--- config.mk ---
export PLATFORM = sky130hd
export DESIGN_NAME = flash_factory_stream_program
export DESIGN_NICKNAME = d
export VERILOG_FILES = /design/src/verilog/flash_seq_pkg.sv /design/src/verilog/seq_links.sv /design/src/verilog/flash_factory_stream_program.sv /design/src/verilog/err_flags.sv /design/src/verilog/page_buffer.sv
export SDC_FILE = /design/constraint.sdc
export NUM_CORES = 1
export LEC_CHECK = 0
export BUFFER_PORTS_ARGS = -buffer_cell sky130_fd_sc_hd__buf_2
export CAP_MARGIN = 20
export CORE_ASPECT_RATIO = 1.4
export CORE_MARGIN = 3
export CORE_UTILIZATION = 55
export CTS_BUF_LIST = sky130_fd_sc_hd__clkbuf_8
export DETAILED_ROUTE_END_ITERATION = 16
export GPL_ROUTABILITY_DRIVEN = 0
export PLACE_DENSITY = 0.81
export SLEW_MARGIN = 20
export SYNTH_ARGS = -nofsm -noshare
export SYNTH_HDL_FRONTEND = slang
export SYNTH_SLANG_ARGS = --single-unit
--- constraint.sdc ---
create_clock -name clk_sys -period 3.1 [get_ports clk_sys]
set_input_delay 0.465 -clock clk_sys [delete_from_list [all_inputs] [get_ports clk_sys]]
set_output_delay 0.465 -clock clk_sys [all_outputs]
set_load 0.01 [all_outputs]
--- src/verilog/flash_seq_pkg.sv ---
`default_nettype none
package flash_seq_pkg;
  // APB register map, byte offsets
  localparam logic [7:0] ADDR_OFS = 8'h00;
  localparam logic [7:0] DATA_OFS = 8'h04;
  localparam logic [7:0] STATUS_OFS = 8'h08;
  localparam logic [7:0] INFO_OFS = 8'h0c;
  localparam logic [31:0] FLASH_ADDR_RST = 32'h0000_0000;

  // Command codes seen in the low byte of a flash bus write
  localparam logic [7:0] CMD_EFP_SETUP = 8'h30;
  localparam logic [7:0] CMD_CONFIRM = 8'hd0;
  localparam logic [7:0] CMD_QEFP_SETUP = 8'h75;
  localparam logic [7:0] CMD_CLEAR_STATUS = 8'h50;
  localparam logic [7:0] CMD_READ_STATUS = 8'h70;
  localparam logic [7:0] CMD_READ_ARRAY = 8'hff;

  // Data word, page and defaults
  localparam int WORD_W = 16;
  localparam logic [WORD_W-1:0] ERASED_WORD = 16'hffff;
  localparam int PAGE_WORDS = 4;
  localparam int PAGE_BITS = 2;
  localparam int DEF_ADDR_W = 22;
  localparam int DEF_BLOCK_BITS = 15;
  localparam int DEF_MAX_RETRY = 4;

  // Status byte bit positions
  localparam int SR_READY = 7;
  localparam int SR_ERASE = 5;
  localparam int SR_PROGRAM = 4;
  localparam int SR_SUPPLY = 3;
  localparam int SR_LOCK = 1;
  localparam int SR_WAIT = 0;

  // Sticky error vector positions
  localparam int ERR_W = 4;
  localparam int ERR_LOCK = 0;
  localparam int ERR_SUPPLY = 1;
  localparam int ERR_PROGRAM = 2;
  localparam int ERR_ERASE = 3;

  // Sequencer states
  typedef enum logic [2:0] {
    S_IDLE = 3'b000,
    S_EFP_CONFIRM = 3'b001,
    S_EFP_PROG = 3'b010,
    S_EFP_VER = 3'b011,
    S_WORD_PGM = 3'b100,
    S_WORD_CHECK = 3'b101,
    S_QLOAD = 3'b110
  } seq_state_e;
endpackage : flash_seq_pkg
`default_nettype wire

--- src/verilog/seq_links.sv ---
`timescale 1ns/10ps
`default_nettype none
// Sticky error flags: set vector from the sequencer, clear by command
interface err_link_if;
  import flash_seq_pkg::*;
  logic [ERR_W-1:0] set;
  logic clear;
  logic [ERR_W-1:0] flags;
  modport seq (output set, output clear, input flags);
  modport keeper (input set, input clear, output flags);
endinterface : err_link_if

////////////////////////////////////////////////////////////////////////////////
// Page buffer write and read ports
interface page_link_if;
  import flash_seq_pkg::*;
  logic wr_en;
  logic [PAGE_BITS-1:0] wr_idx;
  logic [WORD_W-1:0] wr_data;
  logic [PAGE_BITS-1:0] rd_idx;
  logic [WORD_W-1:0] rd_data;
  modport seq (output wr_en, output wr_idx, output wr_data, output rd_idx, input rd_data);
  modport store (input wr_en, input wr_idx, input wr_data, input rd_idx, output rd_data);
endinterface : page_link_if
`default_nettype wire

--- src/verilog/flash_factory_stream_program.sv ---
`timescale 1ns/10ps
`default_nettype none
module flash_factory_stream_program #(
  parameter int ADDR_W = flash_seq_pkg::DEF_ADDR_W,
  parameter int BLOCK_BITS = flash_seq_pkg::DEF_BLOCK_BITS,
  parameter int MAX_RETRY = flash_seq_pkg::DEF_MAX_RETRY
) (
  input wire logic clk_sys,
  input wire logic reset_n,
  input wire logic psel,
  input wire logic penable,
  input wire logic pwrite,
  input wire logic [7:0] paddr,
  input wire logic [31:0] pwdata,
  output logic [31:0] prdata,
  output logic pready,
  output logic pslverr,
  output logic [ADDR_W-1:0] arr_addr,
  output logic [flash_seq_pkg::WORD_W-1:0] arr_wdata,
  output logic arr_prog,
  input wire logic arr_done,
  input wire logic [flash_seq_pkg::WORD_W-1:0] arr_rdata,
  input wire logic vpp_ok,
  input wire logic block_locked,
  output logic factory_busy
);
  import flash_seq_pkg::*;

  // Refuse shapes that the page and block arithmetic cannot serve
  if (BLOCK_BITS <= PAGE_BITS || BLOCK_BITS >= ADDR_W || ADDR_W > 32)
  begin : g_bad_shape
    $error("flash_factory_stream_program: bad ADDR_W or BLOCK_BITS");
  end
  if (MAX_RETRY < 1 || MAX_RETRY > 255)
  begin : g_bad_retry
    $error("flash_factory_stream_program: MAX_RETRY out of range");
  end

  ////////////////////////////////////////////////////////////////////////////////
  // Carriers to the helper modules
  err_link_if err_link ();
  page_link_if page_link ();

  err_flags u_err_flags (
    .clk_sys(clk_sys),
    .reset_n(reset_n),
    .link(err_link.keeper)
  );

  page_buffer u_page_buffer (
    .clk_sys(clk_sys),
    .reset_n(reset_n),
    .link(page_link.store)
  );

  ////////////////////////////////////////////////////////////////////////////////
  // State and datapath registers
  seq_state_e state_reg, state_next;
  logic [ADDR_W-1:0] flash_addr_reg;
  logic [ADDR_W-1:0] start_reg, start_next;
  logic [ADDR_W-1:0] loc_reg, loc_next;
  logic [WORD_W-1:0] word_reg, word_next;
  logic first_reg, first_next;
  logic ver_reg, ver_next;
  logic quad_reg, quad_next;
  logic rs_mode_reg, rs_mode_next;
  logic [PAGE_BITS-1:0] qidx_reg, qidx_next;
  logic [7:0] retry_reg, retry_next;
  logic [ADDR_W-1:0] arr_addr_reg;
  logic [WORD_W-1:0] arr_wdata_reg;
  logic [31:0] prdata_reg;
  logic [ERR_W-1:0] err_set;
  logic err_clear;
  logic buf_wr;

  ////////////////////////////////////////////////////////////////////////////////
  // APB decode; every access completes with no wait state
  wire apb_access = psel && penable;
  wire hit_addr = (paddr == ADDR_OFS);
  wire hit_data = (paddr == DATA_OFS);
  wire hit_status = (paddr == STATUS_OFS);
  wire hit_info = (paddr == INFO_OFS);
  wire mapped = hit_addr || hit_data || hit_status || hit_info;
  wire bus_wr = apb_access && pwrite && hit_data;
  wire addr_wr = apb_access && pwrite && hit_addr;
  wire [WORD_W-1:0] bus_data = pwdata[WORD_W-1:0];
  wire [7:0] bus_cmd = pwdata[7:0];

  assign pready = 1'b1;
  assign pslverr = apb_access && !mapped;

  ////////////////////////////////////////////////////////////////////////////////
  // Address helpers: block compare and page base
  function automatic logic same_block(input logic [ADDR_W-1:0] a, input logic [ADDR_W-1:0] b);
    same_block = (a[ADDR_W-1:BLOCK_BITS] == b[ADDR_W-1:BLOCK_BITS]);
  endfunction : same_block

  function automatic logic [ADDR_W-1:0] page_of(input logic [ADDR_W-1:0] a);
    page_of = {a[ADDR_W-1:PAGE_BITS], {PAGE_BITS{1'b0}}};
  endfunction : page_of

  wire in_block = same_block(flash_addr_reg, start_reg);
  wire is_erased = (bus_data == ERASED_WORD);
  wire at_start = (flash_addr_reg == start_reg);
  // Start address is known once the first program or page word is in
  wire start_known = !first_reg || ver_reg;
  wire leave_write = start_known && !in_block;
  wire retry_spent = (retry_reg == 8'(MAX_RETRY));

  // Word and address handed to the array by the active phase
  wire [WORD_W-1:0] cur_word = quad_reg ? page_link.rd_data : word_reg;
  wire word_op = (state_reg == S_WORD_PGM) || (state_reg == S_WORD_CHECK);
  wire [ADDR_W-1:0] op_addr = quad_reg ? {loc_reg[ADDR_W-1:PAGE_BITS], qidx_reg} : loc_reg;
  wire [ADDR_W-1:0] arr_addr_sel = word_op ? op_addr : flash_addr_reg;
  // Address and data flops lag by one cycle; act only once they settle
  wire arr_stable = (arr_addr_reg == arr_addr_sel) && (arr_wdata_reg == cur_word);
  wire word_match = (arr_rdata == arr_wdata_reg);

  ////////////////////////////////////////////////////////////////////////////////
  // Status byte and flags
  wire ready_flag = (state_reg == S_IDLE) || (state_reg == S_EFP_CONFIRM)
    || (((state_reg == S_EFP_PROG) || (state_reg == S_QLOAD)) && first_reg);
  wire wait_flag = word_op;
  wire [7:0] status_byte = {ready_flag, 1'b0, err_link.flags[ERR_ERASE],
    err_link.flags[ERR_PROGRAM], err_link.flags[ERR_SUPPLY], 1'b0,
    err_link.flags[ERR_LOCK], wait_flag};

  // Other banks and the suspend path see this and refuse while busy
  assign factory_busy = (state_reg != S_IDLE);

  ////////////////////////////////////////////////////////////////////////////////
  // Sequencer next-state logic
  always_comb
  begin
    state_next = state_reg;
    start_next = start_reg;
    loc_next = loc_reg;
    word_next = word_reg;
    first_next = first_reg;
    ver_next = ver_reg;
    quad_next = quad_reg;
    rs_mode_next = rs_mode_reg;
    qidx_next = qidx_reg;
    retry_next = retry_reg;
    err_set = '0;
    err_clear = 1'b0;
    buf_wr = 1'b0;
    case (state_reg)
      S_IDLE:
      begin
        if (bus_wr)
        begin
          case (bus_cmd)
            CMD_EFP_SETUP:
            begin
              state_next = S_EFP_CONFIRM;
              rs_mode_next = 1'b1;
            end
            CMD_QEFP_SETUP:
            begin
              rs_mode_next = 1'b1;
              if (!vpp_ok)
              begin
                err_set[ERR_SUPPLY] = 1'b1;
                err_set[ERR_PROGRAM] = 1'b1;
              end
              else if (block_locked)
              begin
                err_set[ERR_LOCK] = 1'b1;
                err_set[ERR_PROGRAM] = 1'b1;
              end
              else
              begin
                state_next = S_QLOAD;
                quad_next = 1'b1;
                ver_next = 1'b0;
                first_next = 1'b1;
                qidx_next = '0;
              end
            end
            CMD_CLEAR_STATUS: err_clear = 1'b1;
            CMD_READ_STATUS: rs_mode_next = 1'b1;
            CMD_READ_ARRAY: rs_mode_next = 1'b0;
            default: ;
          endcase
        end
      end
      S_EFP_CONFIRM:
      begin
        if (bus_wr)
        begin
          if (bus_cmd != CMD_CONFIRM)
          begin
            // Wrong second write aborts and marks a sequence error
            err_set[ERR_ERASE] = 1'b1;
            err_set[ERR_PROGRAM] = 1'b1;
            state_next = S_IDLE;
          end
          else if (!vpp_ok)
          begin
            err_set[ERR_SUPPLY] = 1'b1;
            err_set[ERR_PROGRAM] = 1'b1;
            state_next = S_IDLE;
          end
          else if (block_locked)
          begin
            err_set[ERR_LOCK] = 1'b1;
            err_set[ERR_PROGRAM] = 1'b1;
            state_next = S_IDLE;
          end
          else
          begin
            state_next = S_EFP_PROG;
            quad_next = 1'b0;
            ver_next = 1'b0;
            first_next = 1'b1;
          end
        end
      end
      S_EFP_PROG, S_EFP_VER:
      begin
        // Writes that arrive while the word engine is busy are dropped
        if (bus_wr && leave_write)
        begin
          if (is_erased && ver_reg)
            state_next = S_IDLE;
          else if (is_erased)
          begin
            state_next = S_EFP_VER;
            ver_next = 1'b1;
            first_next = 1'b1;
          end
        end
        else if (bus_wr)
        begin
          word_next = bus_data;
          first_next = 1'b0;
          retry_next = '0;
          if (first_reg || !at_start)
            loc_next = flash_addr_reg;
          else
            loc_next = loc_reg + ADDR_W'(1);
          if (first_reg && !ver_reg)
            start_next = flash_addr_reg;
          state_next = ver_reg ? S_WORD_CHECK : S_WORD_PGM;
        end
      end
      S_WORD_PGM:
      begin
        if (arr_prog && arr_done)
          state_next = (quad_reg || ver_reg) ? S_WORD_CHECK : S_EFP_PROG;
      end
      S_WORD_CHECK:
      begin
        if (arr_stable && (word_match || retry_spent))
        begin
          err_set[ERR_PROGRAM] = !word_match;
          retry_next = '0;
          if (!quad_reg)
            state_next = S_EFP_VER;
          else if (qidx_reg == PAGE_BITS'(PAGE_WORDS - 1))
          begin
            state_next = S_QLOAD;
            qidx_next = '0;
          end
          else
          begin
            state_next = S_WORD_PGM;
            qidx_next = qidx_reg + PAGE_BITS'(1);
          end
        end
        else if (arr_stable)
        begin
          retry_next = retry_reg + 8'(1);
          state_next = S_WORD_PGM;
        end
      end
      S_QLOAD:
      begin
        if (bus_wr && qidx_reg == '0 && leave_write)
        begin
          if (is_erased)
          begin
            state_next = S_IDLE;
            quad_next = 1'b0;
          end
        end
        else if (bus_wr && qidx_reg == '0)
        begin
          buf_wr = 1'b1;
          qidx_next = PAGE_BITS'(1);
          first_next = 1'b0;
          if (first_reg)
            start_next = flash_addr_reg;
          if (!first_reg && at_start)
            loc_next = loc_reg + ADDR_W'(PAGE_WORDS);
          else
            loc_next = page_of(flash_addr_reg);
        end
        else if (bus_wr)
        begin
          // Address ignored here: slot order is fixed
          buf_wr = 1'b1;
          retry_next = '0;
          if (qidx_reg == PAGE_BITS'(PAGE_WORDS - 1))
          begin
            state_next = S_WORD_PGM;
            qidx_next = '0;
          end
          else
            qidx_next = qidx_reg + PAGE_BITS'(1);
        end
      end
      default: state_next = S_IDLE;
    endcase
  end

  ////////////////////////////////////////////////////////////////////////////////
  // Sequencer registers
  always_ff @(posedge clk_sys)
  begin
    if (!reset_n)
    begin
      state_reg <= S_IDLE;
      start_reg <= '0;
      loc_reg <= '0;
      word_reg <= ERASED_WORD;
      first_reg <= 1'b0;
      ver_reg <= 1'b0;
      quad_reg <= 1'b0;
      rs_mode_reg <= 1'b0;
      qidx_reg <= '0;
      retry_reg <= '0;
    end
    else
    begin
      state_reg <= state_next;
      start_reg <= start_next;
      loc_reg <= loc_next;
      word_reg <= word_next;
      first_reg <= first_next;
      ver_reg <= ver_next;
      quad_reg <= quad_next;
      rs_mode_reg <= rs_mode_next;
      qidx_reg <= qidx_next;
      retry_reg <= retry_next;
    end
  end

  ////////////////////////////////////////////////////////////////////////////////
  // Array side: registered address and data, request held until done
  always_ff @(posedge clk_sys)
  begin
    if (!reset_n)
    begin
      arr_addr_reg <= '0;
      arr_wdata_reg <= ERASED_WORD;
    end
    else
    begin
      arr_addr_reg <= arr_addr_sel;
      arr_wdata_reg <= cur_word;
    end
  end

  assign arr_addr = arr_addr_reg;
  assign arr_wdata = arr_wdata_reg;
  assign arr_prog = (state_reg == S_WORD_PGM) && arr_stable;

  ////////////////////////////////////////////////////////////////////////////////
  // Helper carriers
  assign err_link.set = err_set;
  assign err_link.clear = err_clear;
  assign page_link.wr_en = buf_wr;
  assign page_link.wr_idx = qidx_reg;
  assign page_link.wr_data = bus_data;
  assign page_link.rd_idx = qidx_reg;

  ////////////////////////////////////////////////////////////////////////////////
  // Software flash address register
  always_ff @(posedge clk_sys)
  begin
    if (!reset_n)
      flash_addr_reg <= FLASH_ADDR_RST[ADDR_W-1:0];
    else if (addr_wr)
      flash_addr_reg <= pwdata[ADDR_W-1:0];
  end

  // Read mux; data window shows status whenever status mode is selected
  wire [31:0] info_word = {24'h00_0000, factory_busy, quad_reg, ver_reg,
    rs_mode_reg, 1'b0, state_reg};
  wire [31:0] data_word = rs_mode_reg ? {24'h00_0000, status_byte}
    : {16'h0000, arr_rdata};
  wire [31:0] rd_sel = hit_addr ? 32'(flash_addr_reg)
    : hit_data ? data_word
    : hit_status ? {24'h00_0000, status_byte}
    : hit_info ? info_word : 32'h0000_0000;

  always_ff @(posedge clk_sys)
  begin
    if (!reset_n)
      prdata_reg <= 32'h0000_0000;
    else if (psel && !penable && !pwrite)
      prdata_reg <= rd_sel;
  end

  assign prdata = prdata_reg;
endmodule : flash_factory_stream_program
`default_nettype wire

--- src/verilog/err_flags.sv ---
`timescale 1ns/10ps
`default_nettype none
module err_flags (
  input wire logic clk_sys,
  input wire logic reset_n,
  err_link_if.keeper link
);
  import flash_seq_pkg::*;

  logic [ERR_W-1:0] flag_reg;

  // Each flag holds until cleared; a set in the clear cycle still wins
  for (genvar i = 0; i < ERR_W; i++)
  begin : g_flag
    always_ff @(posedge clk_sys)
    begin
      if (!reset_n)
        flag_reg[i] <= 1'b0;
      else if (link.set[i])
        flag_reg[i] <= 1'b1;
      else if (link.clear)
        flag_reg[i] <= 1'b0;
    end
  end

  assign link.flags = flag_reg;
endmodule : err_flags
`default_nettype wire

--- src/verilog/page_buffer.sv ---
`timescale 1ns/10ps
`default_nettype none
module page_buffer (
  input wire logic clk_sys,
  input wire logic reset_n,
  page_link_if.store link
);
  import flash_seq_pkg::*;

  logic [WORD_W-1:0] word_reg [PAGE_WORDS];

  // One flip-flop word per page slot, written by index
  for (genvar i = 0; i < PAGE_WORDS; i++)
  begin : g_word
    always_ff @(posedge clk_sys)
    begin
      if (!reset_n)
        word_reg[i] <= ERASED_WORD;
      else if (link.wr_en && link.wr_idx == PAGE_BITS'(i))
        word_reg[i] <= link.wr_data;
    end
  end

  assign link.rd_data = word_reg[link.rd_idx];
endmodule : page_buffer
`default_nettype wire

==> impl_results.md <==
* Status: complete, but fails checks
* Failing checks: setup timing
* Internal power at 4.54 mW
* Clock skew at 0.0415 ns
* Crit path max-delay cell type: or4b_4
* Slew margin rel. at 50.3%
* Async set-reset flop share out of synthesis at 0%
* Post-synthesis mux area share at 7.31%
* Synth cell types at 74
* Gr ovfl total at 0
* Final Core Density at 69.2%
* Clock power frac at 42.7%
* RSZ-0062 raised after global routing: yes
* Crit path DAT at 3.22 ns
* Skew-Pair Late Insertion Delay at 0.57 ns
* Proportion of power drawn by combinational gates at 5.2%
* Register area share after synthesis at 41.5%
* DP HPWL at 30,600 um
* P_leak at 5.69 nW
* Layout area overhead at 22.0%
* Leading area contributor after synthesis: dfxtp_1
* Syn_area_per_cell at 8.53 um^2
* Seq pwr share at 52.1%
* Delay-heaviest family, CP: simple AND/OR/NAND/NOR gates
* Vias at 12.5k
* Initial antenna violation count at 2
* Core area at 22,200 um^2
* Crit. End Element: primary output
* Bufs on Longest Clock Path at 3
* Num CTS Buffers at 37
* Worst setup margin at -0.580 ns
* Share of layout cells above drive strength 1 at 27.4%
* Adder-Cell Fraction of Synth Area at 0.796%
* Ys flop type: dfxtp_1
* Crit-path max FO at 3
* Combinational family with the most area after synthesis: simple AND/OR/NAND/NOR gates
* First-pass GRT wire length at 66,100 um
* Vias in the first global route at 12.2k
* Power Dens Cells at 392 nW/um^2
* Via density per instance at 6.25
* CP required at 2.63 ns
* CTS sink count at 229
* H-Tree Depth at 2
* Psw at 1.47 mW
* Die Height at 185 um
* Post-route minimum period at 3.68 ns
* VDD IR-drop max at 406 uV
* Final wirelength at 42,800 um
* ANT nets after route at 0
* Nature of the critical path startpoint: flop
* Post-synth top area share at 26.3%
* Max reg flops at 64
* CP max stage delay at 0.66 ns
* Largest net degree at the start of global routing at 124
* Crit Path Category: reg2out
* Tightest Pin Transition at 0.742 ns
* Port bufs at 116
* Post-synth EDFFs at 64
* Netlist Area Pre-Place at 12,600 um^2
* Synth Area in XOR/XNOR at 7.31%
* Detailed Routing Iterations Pass 1 at 6
* Most common cell after layout, fill and taps aside: nand2_1
* Synth warn at 0
* Die area at 24,700 um^2
* Synth Area in Simple Gates at 23.8%
* Wire per inst at 21.4 um
* Synth Register Bits at 229
* IO Pins at 138
* Most frequent cells in the layout: nand2_1 (250), dfxtp_1 (154), buf_4 (151), buf_2 (116), a21oi_1 (115)
* Clock Root Buffer: clkbuf_8
* Worst-path clk slew at 0.06 ns
* Final setup vio count at 13
* Std cell rows at 64
* Max cap viols at 0
* Hold Vio Cnt, Final at 0
* Fin. max-slew vios at 0
* Drt drc at 0
* Initial core utilization at 56.7%
* Switching part of the total at 24.5%
* CP Cell Sequence: xnor2_2, nand3_1, or4_4, a211oi_2, nand4_1, or4b_4, nor3_4, buf_2
* Buffers and inverters on the worst path at 1
* Worst Hold Class: in2reg
* Initial DRC count at 1,272
* Post-CTS Hold Fix Bufs at 0
* Top cells by area, synth: dfxtp_1 (26%), edfxtp_1 (15%), nand2_1 (7.5%)
* Synth Instances at 1,474
* Complex-gate fraction of the synthesized area at 14.1%
* CTS tree: yes
* Final Net Count at 1,750
* Total track usage at 34.0%
* Fin crit share at 119%
* Setup TNS at -1.94 ns
* Peak Freq at 0.272 GHz
* Die Width at 134 um
## final timing paths
kind / start / endpoint / slack (ns) / cells after the start
worst min-delay path: pwdata[21] / flash_addr_reg[21] / 0.15 / 3
worst max register to register: arr_addr[21] / retry_reg[1] / -0.23 / 10
worst max-delay path: arr_addr[21] / arr_prog / -0.58 / 8
worst min register to register: prdata[16] / prdata[16] / 0.45 / 2
## tightest hold or removal path, stage by stage
cell and delay (ns):
buf_2 0.09, nand2_1 0.04, a21oi_1 0.05
## area by class of cell
type / instances / area, um^2
diodes: 2 / 5.00
clock buffers: 42 / 578
clock inverters: 21 / 124
fillers: 1644 / 6840
inverters: 31 / 118
multi-input cells: 1099 / 6960
flip-flops and latches: 229 / 5250
well taps: 297 / 372
repair buffers: 280 / 1930
## stage by stage
step                hold WS (ns)  cells  power [mW]  cell area, um^2  setup slack [ns]
finish                     0.147   2001        6.01            15300            -0.580
global route               0.164   2000        6.17            15300            -0.611
CTS                        0.146   1999        6.00            15200            -0.445
detailed placement         0.444   1931        3.50            14400            -0.300
global placement           0.438   1931        3.49            14400            -0.228
floorplan                  0.444   1483        3.35            12600           -0.0533
## kinds of logic (layout without fill, tap and decap cells)
| kind of cell | count (synthesis) | in the layout |
|---|---|---|
| buf+inv | 155 | 374 |
| mux | 76 | 76 |
| other cells | 2 | 13 |
| simple gates | 620 | 620 |
| fa+ha+maj | 8 | 8 |
| xor+xnor | 105 | 105 |
| compound gates | 279 | 279 |
| flops | 229 | 229 |
## routing by layer
| metal | wire length, um | global-route usage, % |
|---|---|---|
| met1 | 14700 | 38.7 |
| met2 | 20600 | 57.3 |
| met3 | 4150 | 6.98 |
| met4 | 3330 | 23.8 |
| met5 | 0 | 0 |
## power by group through the flow
stage,Clock [mW],Sequential [mW],Combinational (mW)
6_report,2.57,3.13,0.309
3_3_place_gp,0,3.20,0.290
4_1_cts,2.57,3.13,0.298
3_5_place_dp,0,3.20,0.294
5_1_grt,2.71,3.13,0.326
2_1_floorplan,0,3.19,0.156
## synth_stat cells, types with 7 or more instances
cell type,count
a211oi_1,17
a21oi_1,117
a221oi_1,14
a22oi_1,9
a31oi_1,9
and3_1,8
buf_1,8
buf_4,11
clkbuf_1,97
dfxtp_1,165
edfxtp_1,64
ha_1,8
inv_1,30
mux2_2,7
mux2i_1,57
mux4_2,12
nand2_1,250
nand2b_1,13
nand3_1,66
nand4_1,26
nor2_1,78
nor2b_1,20
nor3_1,37
nor4_1,15
o21a_1,7
o21ai_0,36
o22ai_1,8
o31ai_1,14
or2_2,69
or3_1,8
xnor2_1,55
xor2_1,50
## what timing repair did
action                                  CTS  global route
resized for setup                        27            27
pin swaps                                 9             9
endpoints found under the setup margin   15            19
buffers inserted                          5             0
endpoints found under the hold margin     0             0
Power figures use the tool's default switching activity.
